==> src/rtl/i2c_ctl_pkg.sv <==
`default_nettype none
package i2c_ctl_pkg;
  // register offsets inside one instance window
  localparam logic [11:0] MAIN_CONTROL_OFS = 12'h000;
  localparam logic [11:0] FLAG_STATUS_OFS  = 12'h004;
  localparam logic [11:0] FLAG_CLEAR_OFS   = 12'h008;
  localparam logic [31:0] BASE_UNIT0       = 32'h4000_5400;
  localparam logic [31:0] BASE_UNIT1       = 32'h4000_5800;
  localparam logic [31:0] MAIN_CONTROL_RST = 32'h0000_0000;
  localparam logic [31:0] MAIN_CONTROL_WM  = 32'h00FB_DFFF;
  localparam logic [13:0] FLAG_SW_CLR_MASK = 14'h3FFC;
  localparam logic [2:0]  HSIZE_WORD       = 3'h2;
  // main_control field positions
  localparam int PERIPHERAL_ENABLE_B      = 0;
  localparam int TRANSMIT_IRQ_ENABLE_B    = 1;
  localparam int RECEIVE_IRQ_ENABLE_B     = 2;
  localparam int ADDRESS_MATCH_IRQ_EN_B   = 3;
  localparam int NOT_ACK_IRQ_ENABLE_B     = 4;
  localparam int STOP_DETECT_IRQ_EN_B     = 5;
  localparam int TRANSFER_DONE_IRQ_EN_B   = 6;
  localparam int ERROR_IRQ_ENABLE_B       = 7;
  localparam int DIGITAL_FILTER_LO        = 8;
  localparam int DMA_TX_ENABLE_B          = 14;
  localparam int DMA_RX_ENABLE_B          = 15;
  localparam int GENERAL_CALL_ENABLE_B    = 19;
  localparam int HOST_ADDRESS_ENABLE_B    = 20;
  localparam int DEFAULT_ADDRESS_ENABLE_B = 21;
  localparam int ALERT_ENABLE_B           = 22;
  localparam int CHECKSUM_CALC_ENABLE_B   = 23;
  // flag positions in the status word
  localparam int TRANSMIT_F = 0;
  localparam int RECEIVE_F  = 1;
  localparam int ADDRESS_F  = 2;
  localparam int NOT_ACK_F  = 3;
  localparam int STOP_F     = 4;
  localparam int DONE_F     = 5;
  localparam int RELOAD_F   = 6;
  localparam int ERROR_LO_F = 8;
  // smbus special addresses, seven bit
  localparam logic [6:0] DEFAULT_ADDR   = 7'h61;
  localparam logic [6:0] HOST_ADDR      = 7'h08;
  localparam logic [6:0] ALERT_RESP_ADDR = 7'h0C;
  localparam logic [6:0] GENERAL_CALL_ADDR = 7'h00;
  localparam logic [7:0] CRC_POLY       = 8'h07;
  localparam logic [7:0] CRC_INIT       = 8'h00;
  // bus stall limit
  localparam longint STALL_TIME_NS = 25000000;
  localparam longint CLK_PERIOD_NS = 20;
  localparam int     STALL_CYCLES  = int'(STALL_TIME_NS / CLK_PERIOD_NS);
endpackage
`default_nettype wire

==> src/rtl/i2c_dma_irq_control.sv <==
`timescale 1ns/1ps
`default_nettype none
// Behaviour
// - transmit or receive flag with its dma enable raises a dma request
// - transmit dma request only while bit 14 is one
// - receive dma request only while bit 15 is one
// - six error flags; checksum mismatch when received crc differs
// - each event flag gated by its enable; done and reload share one
// - stop in slave mode sets stop flag, interrupts when enabled
// - debug halt freezes stall counter when hold select is set
// - main control at 0x00, resets to zero, word access only
// - bit 23 turns checksum calculation on
// - bit 22 drives alert low as device, enables sensing as host
// - bit 21 acknowledges the smbus device default address
// - bit 20 acknowledges the smbus host address
// - bit 19 enables response to general call
// - two instances, bases 0x40005400 and 0x40005800
// - error enable lets any error flag raise the error interrupt
// - digital filter rejects spikes up to n clock periods
module i2c_dma_irq_control #(
  parameter logic [31:0] BASE_ADDR    = i2c_ctl_pkg::BASE_UNIT0,
  parameter int          STALL_LIMIT  = i2c_ctl_pkg::STALL_CYCLES
) (
  input  wire logic        REF_CLK_IN,
  input  wire logic        RST_IN,
  input  wire logic        HSEL_IN,
  input  wire logic [31:0] HADDR_IN,
  input  wire logic [1:0]  HTRANS_IN,
  input  wire logic        HWRITE_IN,
  input  wire logic [2:0]  HSIZE_IN,
  input  wire logic [31:0] HWDATA_IN,
  input  wire logic        HREADY_IN,
  output logic      [31:0] HRDATA_OUT,
  output logic             HREADYOUT_OUT,
  output logic             HRESP_OUT,
  input  wire logic        SCL_IN,
  input  wire logic        SDA_IN,
  input  wire logic        ALERT_PIN_IN,
  output logic             ALERT_PIN_OUT,
  output logic             ALERT_PIN_OE_OUT,
  input  wire logic        SLAVE_MODE_IN,
  input  wire logic        TRANSMIT_SET_IN,
  input  wire logic        RECEIVE_FULL_SET_IN,
  input  wire logic        TX_DATA_WRITTEN_IN,
  input  wire logic        RX_DATA_READ_IN,
  input  wire logic        ADDRESS_MATCH_SET_IN,
  input  wire logic        NOT_ACK_SET_IN,
  input  wire logic        TRANSFER_DONE_SET_IN,
  input  wire logic        TRANSFER_RELOAD_SET_IN,
  input  wire logic        BUS_FAULT_SET_IN,
  input  wire logic        ARBITRATION_LOST_SET_IN,
  input  wire logic        OVER_UNDER_SET_IN,
  input  wire logic        CRC_CLEAR_IN,
  input  wire logic        CRC_BYTE_VALID_IN,
  input  wire logic        PEC_BYTE_VALID_IN,
  input  wire logic [7:0]  CRC_BYTE_IN,
  input  wire logic [7:0]  ADDR_BYTE_IN,
  output logic             ADDR_ACK_OUT,
  input  wire logic        DEBUG_HALT_IN,
  input  wire logic        DEBUG_HOLD_SELECT_IN,
  output logic             DMA_TX_REQ_OUT,
  output logic             DMA_RX_REQ_OUT,
  output logic             EVENT_IRQ_OUT,
  output logic             ERROR_IRQ_OUT,
  output logic             SCL_FILTERED_OUT,
  output logic             SDA_FILTERED_OUT,
  output logic      [31:0] MAIN_CONTROL_OUT
);

  //////////////////////////////////////////////////////////////////
  // registers and wires
  logic [31:0] main_control;
  logic [13:0] flags;
  logic [31:0] rdata;
  logic        wr_pend;
  logic        wr_word;
  logic [11:0] wr_ofs;
  logic [1:0]  line_f;
  logic        scl_prev;
  logic        sda_prev;
  logic        alert_meta;
  logic        alert_sync;
  logic        alert_prev;
  logic [31:0] stall_cnt;
  logic        stall_hit;
  logic [7:0]  crc_value;

  // control fields
  wire logic       periph_en      = main_control[i2c_ctl_pkg::PERIPHERAL_ENABLE_B];
  wire logic       dma_tx_enable  = main_control[i2c_ctl_pkg::DMA_TX_ENABLE_B];
  wire logic       dma_rx_enable  = main_control[i2c_ctl_pkg::DMA_RX_ENABLE_B];
  wire logic       error_irq_en   = main_control[i2c_ctl_pkg::ERROR_IRQ_ENABLE_B];
  wire logic       gc_en          = main_control[i2c_ctl_pkg::GENERAL_CALL_ENABLE_B];
  wire logic       host_addr_en   = main_control[i2c_ctl_pkg::HOST_ADDRESS_ENABLE_B];
  wire logic       dflt_addr_en   = main_control[i2c_ctl_pkg::DEFAULT_ADDRESS_ENABLE_B];
  wire logic       alert_enable   = main_control[i2c_ctl_pkg::ALERT_ENABLE_B];
  wire logic       checksum_en    = main_control[i2c_ctl_pkg::CHECKSUM_CALC_ENABLE_B];
  wire logic [3:0] filter_len     = main_control[i2c_ctl_pkg::DIGITAL_FILTER_LO +: 4];

  //////////////////////////////////////////////////////////////////
  // ahb-lite slave: decode, zero wait states, always okay
  wire logic        in_window = (HADDR_IN[31:10] == BASE_ADDR[31:10]);
  wire logic        addr_phase = HSEL_IN && HTRANS_IN[1] && HREADY_IN && in_window;
  wire logic [11:0] ofs = {2'h0, HADDR_IN[9:0]};
  wire logic        is_word = (HSIZE_IN == i2c_ctl_pkg::HSIZE_WORD);
  // registered write phase: the data arrive one cycle after the address
  wire logic        wr_ctrl = wr_pend && wr_word && (wr_ofs == i2c_ctl_pkg::MAIN_CONTROL_OFS);
  wire logic        wr_clr  = wr_pend && wr_word && (wr_ofs == i2c_ctl_pkg::FLAG_CLEAR_OFS);
  // read mux; reserved and unmapped places read zero
  wire logic [31:0] rd_value =
      (ofs == i2c_ctl_pkg::MAIN_CONTROL_OFS) ? main_control :
      (ofs == i2c_ctl_pkg::FLAG_STATUS_OFS)  ? {18'h0, flags} : 32'h0000_0000;

  // zero wait states; the slave never answers with an error
  assign HREADYOUT_OUT = 1'b1;
  assign HRESP_OUT     = 1'b0;
  assign HRDATA_OUT    = rdata;

  // capture the address phase; read data registered for the data phase
  always_ff @(posedge REF_CLK_IN) begin
    if (RST_IN) begin
      wr_pend <= 1'b0;
      wr_word <= 1'b0;
      wr_ofs  <= 12'h000;
      rdata   <= 32'h0000_0000;
    end else begin
      wr_pend <= addr_phase && HWRITE_IN;
      wr_word <= is_word;
      wr_ofs  <= ofs;
      if (addr_phase && !HWRITE_IN) begin
        rdata <= is_word ? rd_value : 32'h0000_0000;
      end
    end
  end

  // main control; reserved bits never stored
  always_ff @(posedge REF_CLK_IN) begin
    if (RST_IN) begin
      main_control <= i2c_ctl_pkg::MAIN_CONTROL_RST;
    end else if (wr_ctrl) begin
      main_control <= HWDATA_IN & i2c_ctl_pkg::MAIN_CONTROL_WM;
    end
  end
  assign MAIN_CONTROL_OUT = main_control;

  //////////////////////////////////////////////////////////////////
  // line filters and bus condition detection
  i2c_line_filter u_filter (
    .clk_in    (REF_CLK_IN),
    .rst_in    (RST_IN),
    .line_in   ({SDA_IN, SCL_IN}),
    .length_in (filter_len),
    .line_out  (line_f)
  );
  // filtered lines for the transfer logic
  assign SCL_FILTERED_OUT = line_f[0];
  assign SDA_FILTERED_OUT = line_f[1];

  // stop: filtered data rises while the filtered clock stays high
  wire logic stop_seen = line_f[0] && scl_prev && line_f[1] && !sda_prev;
  // alert: the synchronised pin falls
  wire logic alert_fall = alert_prev && !alert_sync;

  // previous filtered levels, alert pin synchroniser
  always_ff @(posedge REF_CLK_IN) begin
    if (RST_IN) begin
      scl_prev   <= 1'b1;
      sda_prev   <= 1'b1;
      alert_meta <= 1'b1;
      alert_sync <= 1'b1;
      alert_prev <= 1'b1;
    end else begin
      scl_prev   <= line_f[0];
      sda_prev   <= line_f[1];
      alert_meta <= ALERT_PIN_IN;
      alert_sync <= alert_meta;
      alert_prev <= alert_sync;
    end
  end

  //////////////////////////////////////////////////////////////////
  // checksum over the message and compare on the received code byte
  i2c_crc8 u_crc (
    .clk_in        (REF_CLK_IN),
    .rst_in        (RST_IN),
    .clear_in      (CRC_CLEAR_IN || !checksum_en),
    .byte_valid_in (CRC_BYTE_VALID_IN && checksum_en),
    .byte_in       (CRC_BYTE_IN),
    .crc_out       (crc_value)
  );
  // a mismatch counts only while the checksum is switched on
  wire logic crc_bad = PEC_BYTE_VALID_IN && checksum_en && (CRC_BYTE_IN != crc_value);

  //////////////////////////////////////////////////////////////////
  // bus stall counter: runs while scl is held low
  wire logic stall_freeze = DEBUG_HALT_IN && DEBUG_HOLD_SELECT_IN;
  wire logic scl_low      = periph_en && !line_f[0];

  always_ff @(posedge REF_CLK_IN) begin
    if (RST_IN || !scl_low) begin
      stall_cnt <= 32'h0000_0000;
      stall_hit <= 1'b0;
    end else if (!stall_freeze) begin
      if (stall_cnt == 32'(STALL_LIMIT - 1)) begin
        stall_hit <= 1'b1;
      end else begin
        stall_cnt <= stall_cnt + 32'h0000_0001;
      end
    end
  end
  // flag pulse in the one cycle in which the count reaches the limit
  wire logic stall_set = scl_low && !stall_freeze && !stall_hit &&
                         (stall_cnt == 32'(STALL_LIMIT - 1));

  //////////////////////////////////////////////////////////////////
  // sticky flags: a set in the clearing cycle wins
  wire logic [13:0] set_vec = {14{periph_en}} & {
    alert_fall && alert_enable && host_addr_en,
    stall_set,
    crc_bad,
    OVER_UNDER_SET_IN,
    ARBITRATION_LOST_SET_IN,
    BUS_FAULT_SET_IN,
    1'b0,
    TRANSFER_RELOAD_SET_IN,
    TRANSFER_DONE_SET_IN,
    stop_seen && SLAVE_MODE_IN,
    NOT_ACK_SET_IN,
    ADDRESS_MATCH_SET_IN,
    RECEIVE_FULL_SET_IN,
    TRANSMIT_SET_IN
  };

  // software clear of bits 13:2, data access pulses for bits 1:0
  wire logic [13:0] clr_vec =
      ({14{wr_clr}} & HWDATA_IN[13:0] & i2c_ctl_pkg::FLAG_SW_CLR_MASK) |
      {12'h000, RX_DATA_READ_IN, TX_DATA_WRITTEN_IN};

  // one flop per flag, so a set beats a clear that arrives with it
  for (genvar f = 0; f < 14; f++) begin : g_flag
    always_ff @(posedge REF_CLK_IN) begin
      if (RST_IN) begin
        flags[f] <= 1'b0;
      end else begin
        flags[f] <= set_vec[f] || (flags[f] && !clr_vec[f]);
      end
    end
  end

  //////////////////////////////////////////////////////////////////
  // interrupt and dma gating
  wire logic [6:0] event_en = {
    main_control[i2c_ctl_pkg::TRANSFER_DONE_IRQ_EN_B],
    main_control[i2c_ctl_pkg::TRANSFER_DONE_IRQ_EN_B],
    main_control[i2c_ctl_pkg::STOP_DETECT_IRQ_EN_B],
    main_control[i2c_ctl_pkg::NOT_ACK_IRQ_ENABLE_B],
    main_control[i2c_ctl_pkg::ADDRESS_MATCH_IRQ_EN_B],
    main_control[i2c_ctl_pkg::RECEIVE_IRQ_ENABLE_B],
    main_control[i2c_ctl_pkg::TRANSMIT_IRQ_ENABLE_B]
  };
  wire logic next_event_irq = |(flags[6:0] & event_en);
  wire logic next_error_irq = error_irq_en && |flags[13:8];
  // dma requests follow their flag only while enabled
  wire logic next_dma_tx = dma_tx_enable && flags[i2c_ctl_pkg::TRANSMIT_F];
  wire logic next_dma_rx = dma_rx_enable && flags[i2c_ctl_pkg::RECEIVE_F];

  //////////////////////////////////////////////////////////////////
  // smbus special address acknowledge
  wire logic [6:0] addr7 = ADDR_BYTE_IN[7:1];
  wire logic next_addr_ack =
      (dflt_addr_en && addr7 == i2c_ctl_pkg::DEFAULT_ADDR) ||
      (host_addr_en && addr7 == i2c_ctl_pkg::HOST_ADDR) ||
      (gc_en && addr7 == i2c_ctl_pkg::GENERAL_CALL_ADDR) ||
      (alert_enable && !host_addr_en && addr7 == i2c_ctl_pkg::ALERT_RESP_ADDR);

  // registered outputs
  always_ff @(posedge REF_CLK_IN) begin
    if (RST_IN) begin
      EVENT_IRQ_OUT    <= 1'b0;
      ERROR_IRQ_OUT    <= 1'b0;
      DMA_TX_REQ_OUT   <= 1'b0;
      DMA_RX_REQ_OUT   <= 1'b0;
      ADDR_ACK_OUT     <= 1'b0;
      ALERT_PIN_OE_OUT <= 1'b0;
    end else begin
      EVENT_IRQ_OUT    <= next_event_irq;
      ERROR_IRQ_OUT    <= next_error_irq;
      DMA_TX_REQ_OUT   <= next_dma_tx;
      DMA_RX_REQ_OUT   <= next_dma_rx;
      ADDR_ACK_OUT     <= next_addr_ack;
      ALERT_PIN_OE_OUT <= alert_enable && !host_addr_en;
    end
  end

  // open drain pin: the enable pulls the line low, it is never driven high
  assign ALERT_PIN_OUT = 1'b0; // open drain, only ever pulls low

endmodule
`default_nettype wire

==> src/rtl/i2c_crc8.sv <==
`timescale 1ns/1ps
`default_nettype none
module i2c_crc8 (
  input  wire logic       clk_in,
  input  wire logic       rst_in,
  input  wire logic       clear_in,
  input  wire logic       byte_valid_in,
  input  wire logic [7:0] byte_in,
  output logic      [7:0] crc_out
);
  //////////////////////////////////////////////////////////////////
  // one byte of crc-8, msb first
  function automatic logic [7:0] crc_step(input logic [7:0] c, input logic [7:0] d);
    logic [7:0] r;
    r = c ^ d;
    for (int i = 0; i < 8; i++) begin
      r = r[7] ? ((r << 1) ^ i2c_ctl_pkg::CRC_POLY) : (r << 1);
    end
    return r;
  endfunction

  wire logic [7:0] next_crc = crc_step(crc_out, byte_in);

  // running checksum over the message
  always_ff @(posedge clk_in) begin
    if (rst_in || clear_in) begin
      crc_out <= i2c_ctl_pkg::CRC_INIT;
    end else if (byte_valid_in) begin
      crc_out <= next_crc;
    end
  end
endmodule
`default_nettype wire

==> src/rtl/i2c_line_filter.sv <==
`timescale 1ns/1ps
`default_nettype none
module i2c_line_filter (
  input  wire logic       clk_in,
  input  wire logic       rst_in,
  input  wire logic [1:0] line_in,
  input  wire logic [3:0] length_in,
  output logic      [1:0] line_out
);
  //////////////////////////////////////////////////////////////////
  // per line: two-stage sync, then spike rejection up to length cycles
  for (genvar g = 0; g < 2; g++) begin : g_line
    logic       meta;
    logic       sync;
    logic [3:0] cnt;
    always_ff @(posedge clk_in) begin
      if (rst_in) begin
        meta        <= 1'b1;
        sync        <= 1'b1;
        cnt         <= 4'h0;
        line_out[g] <= 1'b1;
      end else begin
        meta <= line_in[g];
        sync <= meta;
        if (sync == line_out[g]) begin
          cnt <= 4'h0;
        end else if (cnt >= length_in) begin
          line_out[g] <= sync;
          cnt         <= 4'h0;
        end else begin
          cnt <= cnt + 4'h1;
        end
      end
    end
  end
endmodule
`default_nettype wire

==> config.mk <==
export PLATFORM = sky130hd
export DESIGN_NAME = i2c_dma_irq_control
export DESIGN_NICKNAME = d
export VERILOG_FILES = /design/src/rtl/i2c_ctl_pkg.sv /design/src/rtl/i2c_dma_irq_control.sv /design/src/rtl/i2c_crc8.sv /design/src/rtl/i2c_line_filter.sv
export SDC_FILE = /design/constraint.sdc
export NUM_CORES = 1
export LEC_CHECK = 0
export BUFFER_PORTS_ARGS = -buffer_cell sky130_fd_sc_hd__buf_2
export CAP_MARGIN = 20
export CORE_MARGIN = 5
export CORE_UTILIZATION = 30
export DETAILED_ROUTE_END_ITERATION = 6
export HOLD_SLACK_MARGIN = 0.05
export MAX_ROUTING_LAYER = met4
export PLACE_DENSITY = 0.48
export RECOVER_POWER = 50
export SLEW_MARGIN = 20
export SYNTH_ARGS = -nofsm -noshare
export SYNTH_HDL_FRONTEND = slang
export SYNTH_SLANG_ARGS = --single-unit
==> constraint.sdc <==
create_clock -name REF_CLK_IN -period 4.19 [get_ports REF_CLK_IN]
set_input_delay 0.2095 -clock REF_CLK_IN [delete_from_list [all_inputs] [get_ports REF_CLK_IN]]
set_output_delay 0.2095 -clock REF_CLK_IN [all_outputs]
set_load 0.05 [all_outputs]
### Word level (Yosys, flattened, before mapping)

Index checks and enable logic that the tools add are counted.

| word-level totals | value |
|---|---|
| register bits after elaboration | 148 |
| bits of input ports | 110 |

| cells by class | value |
|---|---|
| order comparisons | 2 |
| reductions and logical operators | 99 |
| add/subtract/negate cells | 3 |
| muxes and demuxes | 11 |
| bitwise gates (word level) | 17 |
| eq/ne operators | 11 |

Operator list:

| cell | count |
|---|---|
| $mux W24 | 2 |
| $logic_and A1 B1 Y1 | 45 |
| $add A32 B1 Y32 const B | 1 |
| $eq A32 B21 Y1 const B | 1 |
| $and A14 B14 Y14 | 2 |
| $logic_not A12 Y1 | 2 |
| $mux W3 | 8 |
| $not A3 Y3 | 8 |
| $logic_not A1 Y1 | 23 |
| $eq A22 B21 Y1 const B | 1 |
| $logic_or A1 B1 Y1 | 20 |
| $eq A7 B4 Y1 const B | 2 |
| $mux W14 | 1 |
| $or A14 B2 Y14 | 1 |
| $eq A12 B4 Y1 const B | 1 |
| $eq A10 B3 Y1 const B | 1 |
| $add A4 B1 Y4 const B | 2 |
| $ge A4 B4 Y1 | 2 |
| $ne A8 B8 Y1 | 1 |
| $reduce_and A2 Y1 | 4 |
| $xor A8 B8 Y8 | 1 |
| $and A7 B7 Y7 | 1 |
| $eq A7 B7 Y1 const B | 1 |
| $logic_not A7 Y1 | 1 |
| 6 further kinds | 11 |

### Longest topological paths before layout

Gate-level depths: netlist (run 1).

| logic depth | value |
|---|---|
| depth in word-level cells | 17 |
| mapped depth | 7 |
| gate-level depth less buffers | 7 |

### By module

Synthesis (run 1) repeated with hierarchy kept, for this count alone.

| unflattened totals | value |
|---|---|
| cells, all modules | 688 |
| area, all modules | 6,377.4 µm² |

Modules (own cells, without submodules):

| module | area an instance (µm²) | cells an instance | times used |
|---|---|---|---|
| i2c_dma_irq_control | 5,071.1 | 564 | 1 |
| i2c_line_filter | 689.4 | 68 | 1 |
| i2c_crc8 | 616.8 | 56 | 1 |

### Worst setup path before layout (run 1)

Ideal clock, no wire load.

| timing path | value |
|---|---|
| kind | register to register |
| from | register main_control[8], in the netlist MAIN_CONTROL_OUT[8] |
| to | register u_filter.g_line[1].cnt[2] |
| setup slack | 2.138 ns |
| arrival | 1.988 ns |
| cell stages (with the launch flop) | 7 |
| setup time | 0.064 ns |
| cell sequence | dfxtp_1 ha_1 nand2b_1 a21o_1 a21o_1 a2111o_1 nor2_1 |

| between the ends | value |
|---|---|
| longest elaborated chain between the ends | 2 |

Ends and longest elaborated chain:

| what | line | RTL |
|---|---|---|
| from (decl) | i2c_dma_irq_control.sv:72 | `logic [31:0] main_control;` |
| from (signal assigned) | i2c_dma_irq_control.sv:139 | `main_control <= i2c_ctl_pkg::MAIN_CONTROL_RST;` |
| from (signal assigned) | i2c_dma_irq_control.sv:141 | `main_control <= HWDATA_IN & i2c_ctl_pkg::MAIN_CONTROL_WM;` |
| $ge A4 B4 Y1 | i2c_line_filter.sv:27 | `end else if (cnt >= length_in) begin` |
| $reduce_or A3 Y1 (no source line) | n/a |  |
| to (signal assigned) | i2c_line_filter.sv:31 | `cnt <= cnt + 4'h1;` |
| to (decl) | i2c_line_filter.sv:15 | `logic [3:0] cnt;` |

Every way passes these cells.
A chain may end at the register's enable or synchronous reset.

### Worst setup path after layout (run 1)

| timing path | value |
|---|---|
| from | register stall_cnt[0] |
| to | register stall_cnt[1] |

| between the ends | value |
|---|---|
| longest elaborated chain between the ends | 3 |
| elaborated cells on any way between the ends | 4 |
| classes of those cells | add/sub: 1; eq/ne: 1; bitwise: 1; reduce/logical: 1 |

Ends and longest elaborated chain:

| what | line | RTL |
|---|---|---|
| from (decl) | i2c_dma_irq_control.sv:84 | `logic [31:0] stall_cnt;` |
| from (signal assigned) | i2c_dma_irq_control.sv:207 | `stall_cnt <= stall_cnt + 32'h0000_0001;` |
| branches (longest 3 deep; another with $add A32 B1 Y32) | n/a |  |

Parallel ways; which one is timed is not known.

==> reports/metrics.yaml, run 1 <==
status: "completed"
numCtsBuffers: 17
worst_slew_pin_slew_ns: 1.068
diodes: 0
wl_um: 16910
clk_pin_slew_ns: 0.06
place_area_sq_um: 7027
critPathLaunchType: "flip-flop"
intPower_mw: 2.466
insertion_delay_ns: 0.42
synth_compound_area_share_pct: 11.60
synth-xor-area-share_pct: 6.909
fin_skew_ns: 0.007392
worstHoldPathCells: 2
arrival_ns: 2.72
synthMuxAreaShare_pct: 4.428
min_path_type: "in -> reg"
fp.coreArea_sq_um: 20100
layout_common_cells: "dfxtp_1 (137), buf_2 (97), nor2_1 (79), clkbuf_1 (57), dlygate4sd3_1 (39)"
worstHoldStart: "HADDR_IN[1]"
start_util_pct: 30.36
synth_area_per_cell_sq_um: 9.433
die_x_um: 152.6
async_reset_ff_share_pct: 0
drive_gt1_share_pct: 18.86
areaGrowthSynthToFinish_pct: 30.98
rsz0062_at_grt: "false"
post-route-util_pct: 39.76
final_common_cell: "dfxtp_1"
io_pins: 185
seq_power_share_pct: 41.9
cp-end-kind: "flip-flop"
synth_fa_ha_area_share_pct: 2.870
drc_errors: 0
dr.pass1.iters: 6
dr.first_iter.drc_count: 279
fin_ws_ns: 1.778
drtAntennaViolNets: 0
sw_frac_of_total_pct: 21.54
synth-simple-area-share_pct: 23.41
synth_top_cell_area_share_pct: 44.94
holdPathEnd: "wr_ofs[1]"
r2r_cells: 6
p_sw_mw: 0.6772
synth_area_leaders: "dfxtp_1 (45%), nor2_1 (5.0%), xnor2_1 (4.4%)"
clkPwrFrac_pct: 52.0
avgRoutedWirePerCell_um: 15.19
postCtsSetupRepairBufs: 0
period_needed_ns: 2.412
finalSetupViolCount: 0
grt_usage_pct: 14.91
final_nets: 954
ys.flop_type: "dfxtp_1"
design_area_sq_um: 7994
r2r-end: "stall_cnt[1]"
cap_viol_max_count: 0
via_count: 5160
grt_max_degree: 54
p_total_mw: 3.143
yosysWarnings: 0
yosysSeqAreaShare_pct: 44.94
synth_edf_count: 0
final.setup.tns_ns: 0
min_period_over_period_pct: 57.57
critPathMaxFanout: 18
synthCells: 647
pwr-share-comb_pct: 6.2
r2r-start: "stall_cnt[0]"
cts_tree: "built"
critical_path_class: "reg -> reg"
hold_viol: 0
num_rows: 52
cts_max_level: 4
synth_seq_cells: 137
slew-limit-headroom_pct: 28.79
die_y_um: 152.6
place.port_buffers: 151
yosysTopAreaCell: "dfxtp_1"
die_area_sq_um: 23300
antenna_found_initial: 0
final-max-slew-violation-count: 0
power_leakage_nw: 2.825
post-place-ws_ns: 1.830
grt_pass1_vias: 5104
cts-root-buf: "clkbuf_16"
place.gp.congestion: 0.7830
max-clock-path-buffers: 2
synth_top_family_by_area: "simple AND/OR/NAND/NOR gates"
required_ns: 4.50
synth_area_sq_um: 6103
grt_pass1_wl_um: 27460
ir_worst_vdd_v: 0.0002680
hpwl_um: 12110
r2r_slack_ns: 1.78
ys_types: 54
fmax_mhz: 414.6
viasPerCell: 4.636
grt.overflow.total: 0
power_density_nw_per_um2: 393.2
cts.sinks: 137
==> layout make-up <==
cell class,count,area (sq um)
Clock inverter,12,196.4
Timing Repair Buffer,194,1105
Sequential cell,137,2743
Multi-Input combinational cell,463,3102
Fill cell,2047,12110
Inverter,17,63.81
Tap cell,270,337.8
Clock buffer,20,446.7
==> worst max-delay path, stage by stage (launching register included) <==
cell and delay [ns]:
dfxtp_1 0.40, ha_1 0.26, nor4bb_1 0.33, nand4_1 0.34
o21ai_2 0.67, mux2i_1 0.26, nor2_1 0.05
==> power groups by stage <==
stage | sequential [mW] | clock (mW) | combinational [mW]
2_1_floorplan | 1.34 | 0 | 0.117
3_3_place_gp | 1.34 | 0 | 0.166
3_5_place_dp | 1.34 | 0 | 0.167
4_1_cts | 1.32 | 1.67 | 0.195
5_1_grt | 1.32 | 1.74 | 0.209
6_report | 1.32 | 1.63 | 0.194
==> cell families (layout without fill, tap and decap cells) <==
| logic type | count (synthesis) | after routing |
|---|---|---|
| AND/OR/NAND/NOR | 254 | 254 |
| flip-flops | 137 | 137 |
| AO/OA/AOI/OAI | 101 | 101 |
| buffers and inverters | 67 | 243 |
| XOR/XNOR | 45 | 45 |
| multiplexers | 27 | 27 |
| adder cells (fa/ha/maj) | 14 | 14 |
| other | 2 | 22 |
==> sequential cells by signal (all words and copies together) (netlist names), 2 cells and up <==
signal	cells
stall_cnt	32
wr_ofs	10
MAIN_CONTROL_OUT	22
HRDATA_OUT	23
u_filter.g_line.meta	2
u_crc.crc_out	8
flags	14
u_filter.g_line.cnt	8
u_filter.g_line.sync	2
u_filter.line_out	2
==> stage by stage <==
stage	cells	hold WS, ns
global route	1113	0.06072
detailed placement	1042	0.3935
floorplan	667	0.2974
CTS	1113	0.05003
finish	1113	0.05481
global placement	1042	0.3926
==> what timing repair did <==
| item | CTS | global route |
|---|---|---|
| hold buffers | 39 | 0 |
| endpoints found under the hold margin | 37 | 0 |
| resized for setup | 0 | 0 |
==> cells in the mapped netlist (8+ instances only) <==
cell       instances
a21oi_1           27
a22o_1             8
a22oi_1           21
buf_4             24
clkbuf_1          19
dfxtp_1          137
ha_1              14
inv_1             17
mux2i_1           27
nand2_1           34
nand3_1           21
nand4_1           15
nor2_1            81
nor2b_1           11
nor3_1            12
o21ai_0           11
o2bb2ai_1         13
or2_2              9
or3_1             11
xnor2_1           31
xor2_1            12
==> per-layer routing <==
layer	wire [um]	GRT usage [%]	part of all wire (%)
met5	0	-	0
met4	188	3.818	1.1
met3	770	4.033	4.6
met2	7989	23.48	47
met1	7959	19.08	47
==> worst max-delay path by stage <==
stage	from	end	slack, ns	cells past startpoint
after floorplan	MAIN_CONTROL_OUT[8]	u_filter.g_line[1].cnt[2]	2.14	6
after global placement	stall_cnt[0]	stall_cnt[1]	1.85	6
after detailed placement	stall_cnt[0]	stall_cnt[1]	1.83	6
after CTS	stall_cnt[0]	stall_cnt[1]	1.75	6
after global routing	stall_cnt[1]	stall_cnt[1]	1.55	6
final	stall_cnt[0]	stall_cnt[1]	1.78	6
Power figures use the tool's default switching activity.
==> run 2, diff against run 1 <==
- ABC_AREA: default -> 1
- PLACE_DENSITY: 0.48 -> 0.49
- clock period: 4.19 -> 2.1 ns (I/O delays scaled with it)
==> reports/metrics.yaml, run 2 <==
instances_no_fill: 1647  # was 1113
required_ns: 2.41  # was 4.50 ns
synth_edf_count: 0  # unchanged
final-max-slew-violation-count: 0  # unchanged
endpoint: "flags[8]"  # was stall_cnt[1]
clk_pin_slew_ns: 0.06  # about the same
r2r_cells: 7  # was 6
multi_input_area_sq_um: 3914  # was 3102 sq um
areaGrowthSynthToFinish_pct: 30.40  # was 30.98%
layout_common_cells: "nand2_1 (269), nor2_1 (190), dfxtp_1 (137), inv_1 (105), nand3_1 (96)"  # was dfxtp_1 (137), buf_2 (97), nor2_1 (79), clkbuf_1 (57), dlygate4sd3_1 (39)
synthCells: 1097  # was 647
cts-root-buf: "clkbuf_16"  # unchanged
io_pins: 185  # unchanged
fmax_mhz: 518.9  # was 414.6 MHz
synth_top_cell_area_share_pct: 37.57  # was 44.94%
viasPerCell: 4.520  # was 4.636
yosysWarnings: 0  # unchanged
synth_top_family_by_area: "simple AND/OR/NAND/NOR gates"  # unchanged
regArea_sq_um: 2743  # unchanged
dr.first_iter.drc_count: 422  # was 279
grt_pass1_wl_um: 36990  # was 27460 um
cp-end-kind: "flip-flop"  # unchanged
antenna_found_initial: 1  # was 0
insertion_delay_ns: 0.43  # was 0.42 ns
async_reset_ff_share_pct: 0  # unchanged
place.port_buffers: 151  # unchanged
grt_usage_pct: 16.84  # was 14.91%
final_nets: 1433  # was 954
synthMuxAreaShare_pct: 0  # was 4.428%
synthTopCellsByCount: "nand2_1 (269), nor2_1 (190), dfxtp_1 (137)"  # was dfxtp_1 (137), nor2_1 (81), nand2_1 (34)
die_x_um: 166  # was 152.6 um
largest_reg_flops: 32  # unchanged
synth_area_sq_um: 7301  # was 6103 sq um
r2r_slack_ns: 0.17  # was 1.78 ns
worst_slew_pin_slew_ns: 1.006  # was 1.068 ns
fp.coreArea_sq_um: 24180  # was 20100 sq um
synth_fa_ha_area_share_pct: 2.399  # was 2.870%
power_leakage_nw: 3.973  # was 2.825 nW
max-clock-path-buffers: 2  # unchanged
place_inst: 1555  # was 1042
critPathLaunchType: "flip-flop"  # unchanged
ys_types: 38  # was 54
slew-limit-headroom_pct: 32.92  # was 28.79%
crit_chain: "or2_2 > nor3_1 > buf_4 > nand3_1 > nand2_1 > a21oi_1 > dlygate4sd3_1"  # was ha_1 > nor4bb_1 > nand4_1 > o21ai_2 > mux2i_1 > nor2_1
r2r-start: "wr_ofs[1]"  # was stall_cnt[0]
ys.flop_type: "dfxtp_1"  # unchanged
avgRoutedWirePerCell_um: 13.81  # was 15.19 um
synth_seq_cells: 137  # unchanged
drive_gt1_share_pct: 14.30  # was 18.86%
min_period_over_period_pct: 91.77  # was 57.57%
critical_path_class: "reg -> reg"  # unchanged
place.gp.congestion: 0.8900  # was 0.7830
critPathSlowestCell: "dlygate4sd3_1"  # was o21ai_2
die_y_um: 166  # was 152.6 um
r2r-end: "flags[8]"  # was stall_cnt[1]
grt_max_degree: 74  # was 54
synth_area_leaders: "dfxtp_1 (38%), nand2_1 (14%), nor2_1 (9.8%)"  # was dfxtp_1 (45%), nor2_1 (5.0%), xnor2_1 (4.4%)
yosysTopAreaCell: "dfxtp_1"  # unchanged
critPathMaxFanout: 12  # was 18
die_area_sq_um: 27560  # was 23300 sq um
status: "completed"  # unchanged
regMostFlops: "stall_cnt"  # unchanged
start_util_pct: 30.20  # was 30.36%
numCtsBuffers: 17  # unchanged
drc_errors: 0  # unchanged
ir_worst_vdd_v: 0.0004149  # was 0.0002680 V
num_rows: 57  # was 52
min_path_type: "in -> reg"  # unchanged
rsz0062_at_grt: "false"  # unchanged
cap_viol_max_count: 0  # unchanged
synth-xor-area-share_pct: 3.599  # was 6.909%
cts.sinks: 137  # unchanged
fill_cells: 2635  # was 2047
yosysSeqAreaShare_pct: 37.57  # was 44.94%
final.setup.tns_ns: 0  # unchanged
via_count: 7445  # was 5160
synth.most_common_cell: "nand2_1"  # was dfxtp_1
post-route-util_pct: 39.38  # was 39.76%
wl_um: 22750  # was 16910 um
drtAntennaViolNets: 0  # unchanged
synth-simple-area-share_pct: 36.74  # was 23.41%
period_needed_ns: 1.927  # was 2.412 ns
hold_viol: 0  # unchanged
fin_skew_ns: 0.009971  # was 0.007392 ns
final_common_cell: "nand2_1"  # was dfxtp_1
cts_tree: "built"  # unchanged
finalSetupViolCount: 0  # unchanged
synth_compound_area_share_pct: 9.220  # was 11.60%
grt_pass1_vias: 7148  # was 5104
power_density_nw_per_um2: 645.5  # was 393.2 nW/um^2
max_stage_delay_ns: 0.58  # was 0.67 ns
grt.overflow.total: 0  # unchanged
arrival_ns: 2.23  # was 2.72 ns
crit_start: "wr_ofs[1]"  # was stall_cnt[0]
synth_area_per_cell_sq_um: 6.655  # was 9.433 sq um
cts_max_level: 4  # unchanged
dr.pass1.iters: 5  # was 6
hpwl_um: 17000  # was 12110 um
-- run 2: cell types whose count changed after synthesis, moves of 27 or more --
| cell | change |
|---|---|
| mux2i_1 | -27 |
| nand2_1 | +235 |
| a21oi_1 | +33 |
| nand3_1 | +75 |
| inv_1 | +88 |
| nor2_1 | +109 |
-- run 2: critical path, delay by kind of cell, from the launching register on --
kind	cells	cell delay, ns
AOI/OAI and AO/OA	1	0.07
and+or+nand+nor	4	0.65
buffers and inverters	2	0.80
DFF	1	0.30
-- run 2: where the power goes --
part           internal, mW  total, mW  switching (mW)
registers              2.62       2.62         0.00645
clock network          1.69       3.03            1.33
logic                 0.194      0.497           0.303
-- run 2: layout make-up --
type | instances | area share (%)
clock inverters | 15 | 1.722
well taps | 324 | 4.258
clock buffers | 17 | 4.468
multi-input cells | 811 | 41.11
diodes | 1 | 0.02628
repair buffers | 234 | 15.35
flip-flops and latches | 137 | 28.81
inverters | 108 | 4.258
-- run 2: worst min-delay path by stage --
stage | cells after the start | start | to
2_1_floorplan | 1 | ALERT_PIN_IN | alert_meta
3_3_place_gp | 2 | SDA_IN | u_filter.g_line[1].meta
3_5_place_dp | 2 | SDA_IN | u_filter.g_line[1].meta
4_1_cts | 4 | CRC_BYTE_VALID_IN | u_crc.crc_out[5]
5_1_grt | 4 | CRC_BYTE_IN[7] | u_crc.crc_out[0]
6_report | 4 | CRC_BYTE_VALID_IN | u_crc.crc_out[5]
-- run 2: layer usage --
| layer | vias to the layer above | wire (um) | global-route usage (%) |
|---|---|---|---|
| met1 | 3367 | 10810 | 21.37 |
| met3 | 22 | 1090 | 4.070 |
| met4 | 0 | 351 | 4.089 |
| li1 | 3891 | - | - |
| met2 | 165 | 10500 | 27.20 |
| met5 | - | 0 | - |
-- run 2: timing repair --
item | in CTS | in global routing
setup endpoints to repair | 0 | 1
endpoints found under the hold margin | 54 | 0
buffers inserted | 0 | 0
hold buffers | 59 | 0
gates resized for setup | 0 | 5
-- run 2: cells by family (layout without fill, tap and decap cells) --
kind of cell	Yosys count	in the layout
buffers and inverters	169	374
XOR/XNOR	30	30
flip-flops	137	137
AND/OR/NAND/NOR	628	628
other	2	23
adder cells (fa/ha/maj)	14	14
AO/OA/AOI/OAI	117	117
-- run 2: through the flow --
| stage | instance area [sq um] | hold WS (ns) | total power [mW] | worst slack (ns) |
|---|---|---|---|---|
| final | 9520 | 0.1147 | 6.146 | 0.1728 |
| after global placement | 8378 | 0.2884 | 3.094 | 0.3034 |
| after detailed placement | 8378 | 0.2901 | 3.096 | 0.2868 |
| after CTS | 9558 | 0.1126 | 6.222 | 0.07944 |
| after floorplan | 7376 | 0.2088 | 2.969 | 0.3186 |
| after global routing | 9520 | 0.1496 | 6.411 | 0.05457 |
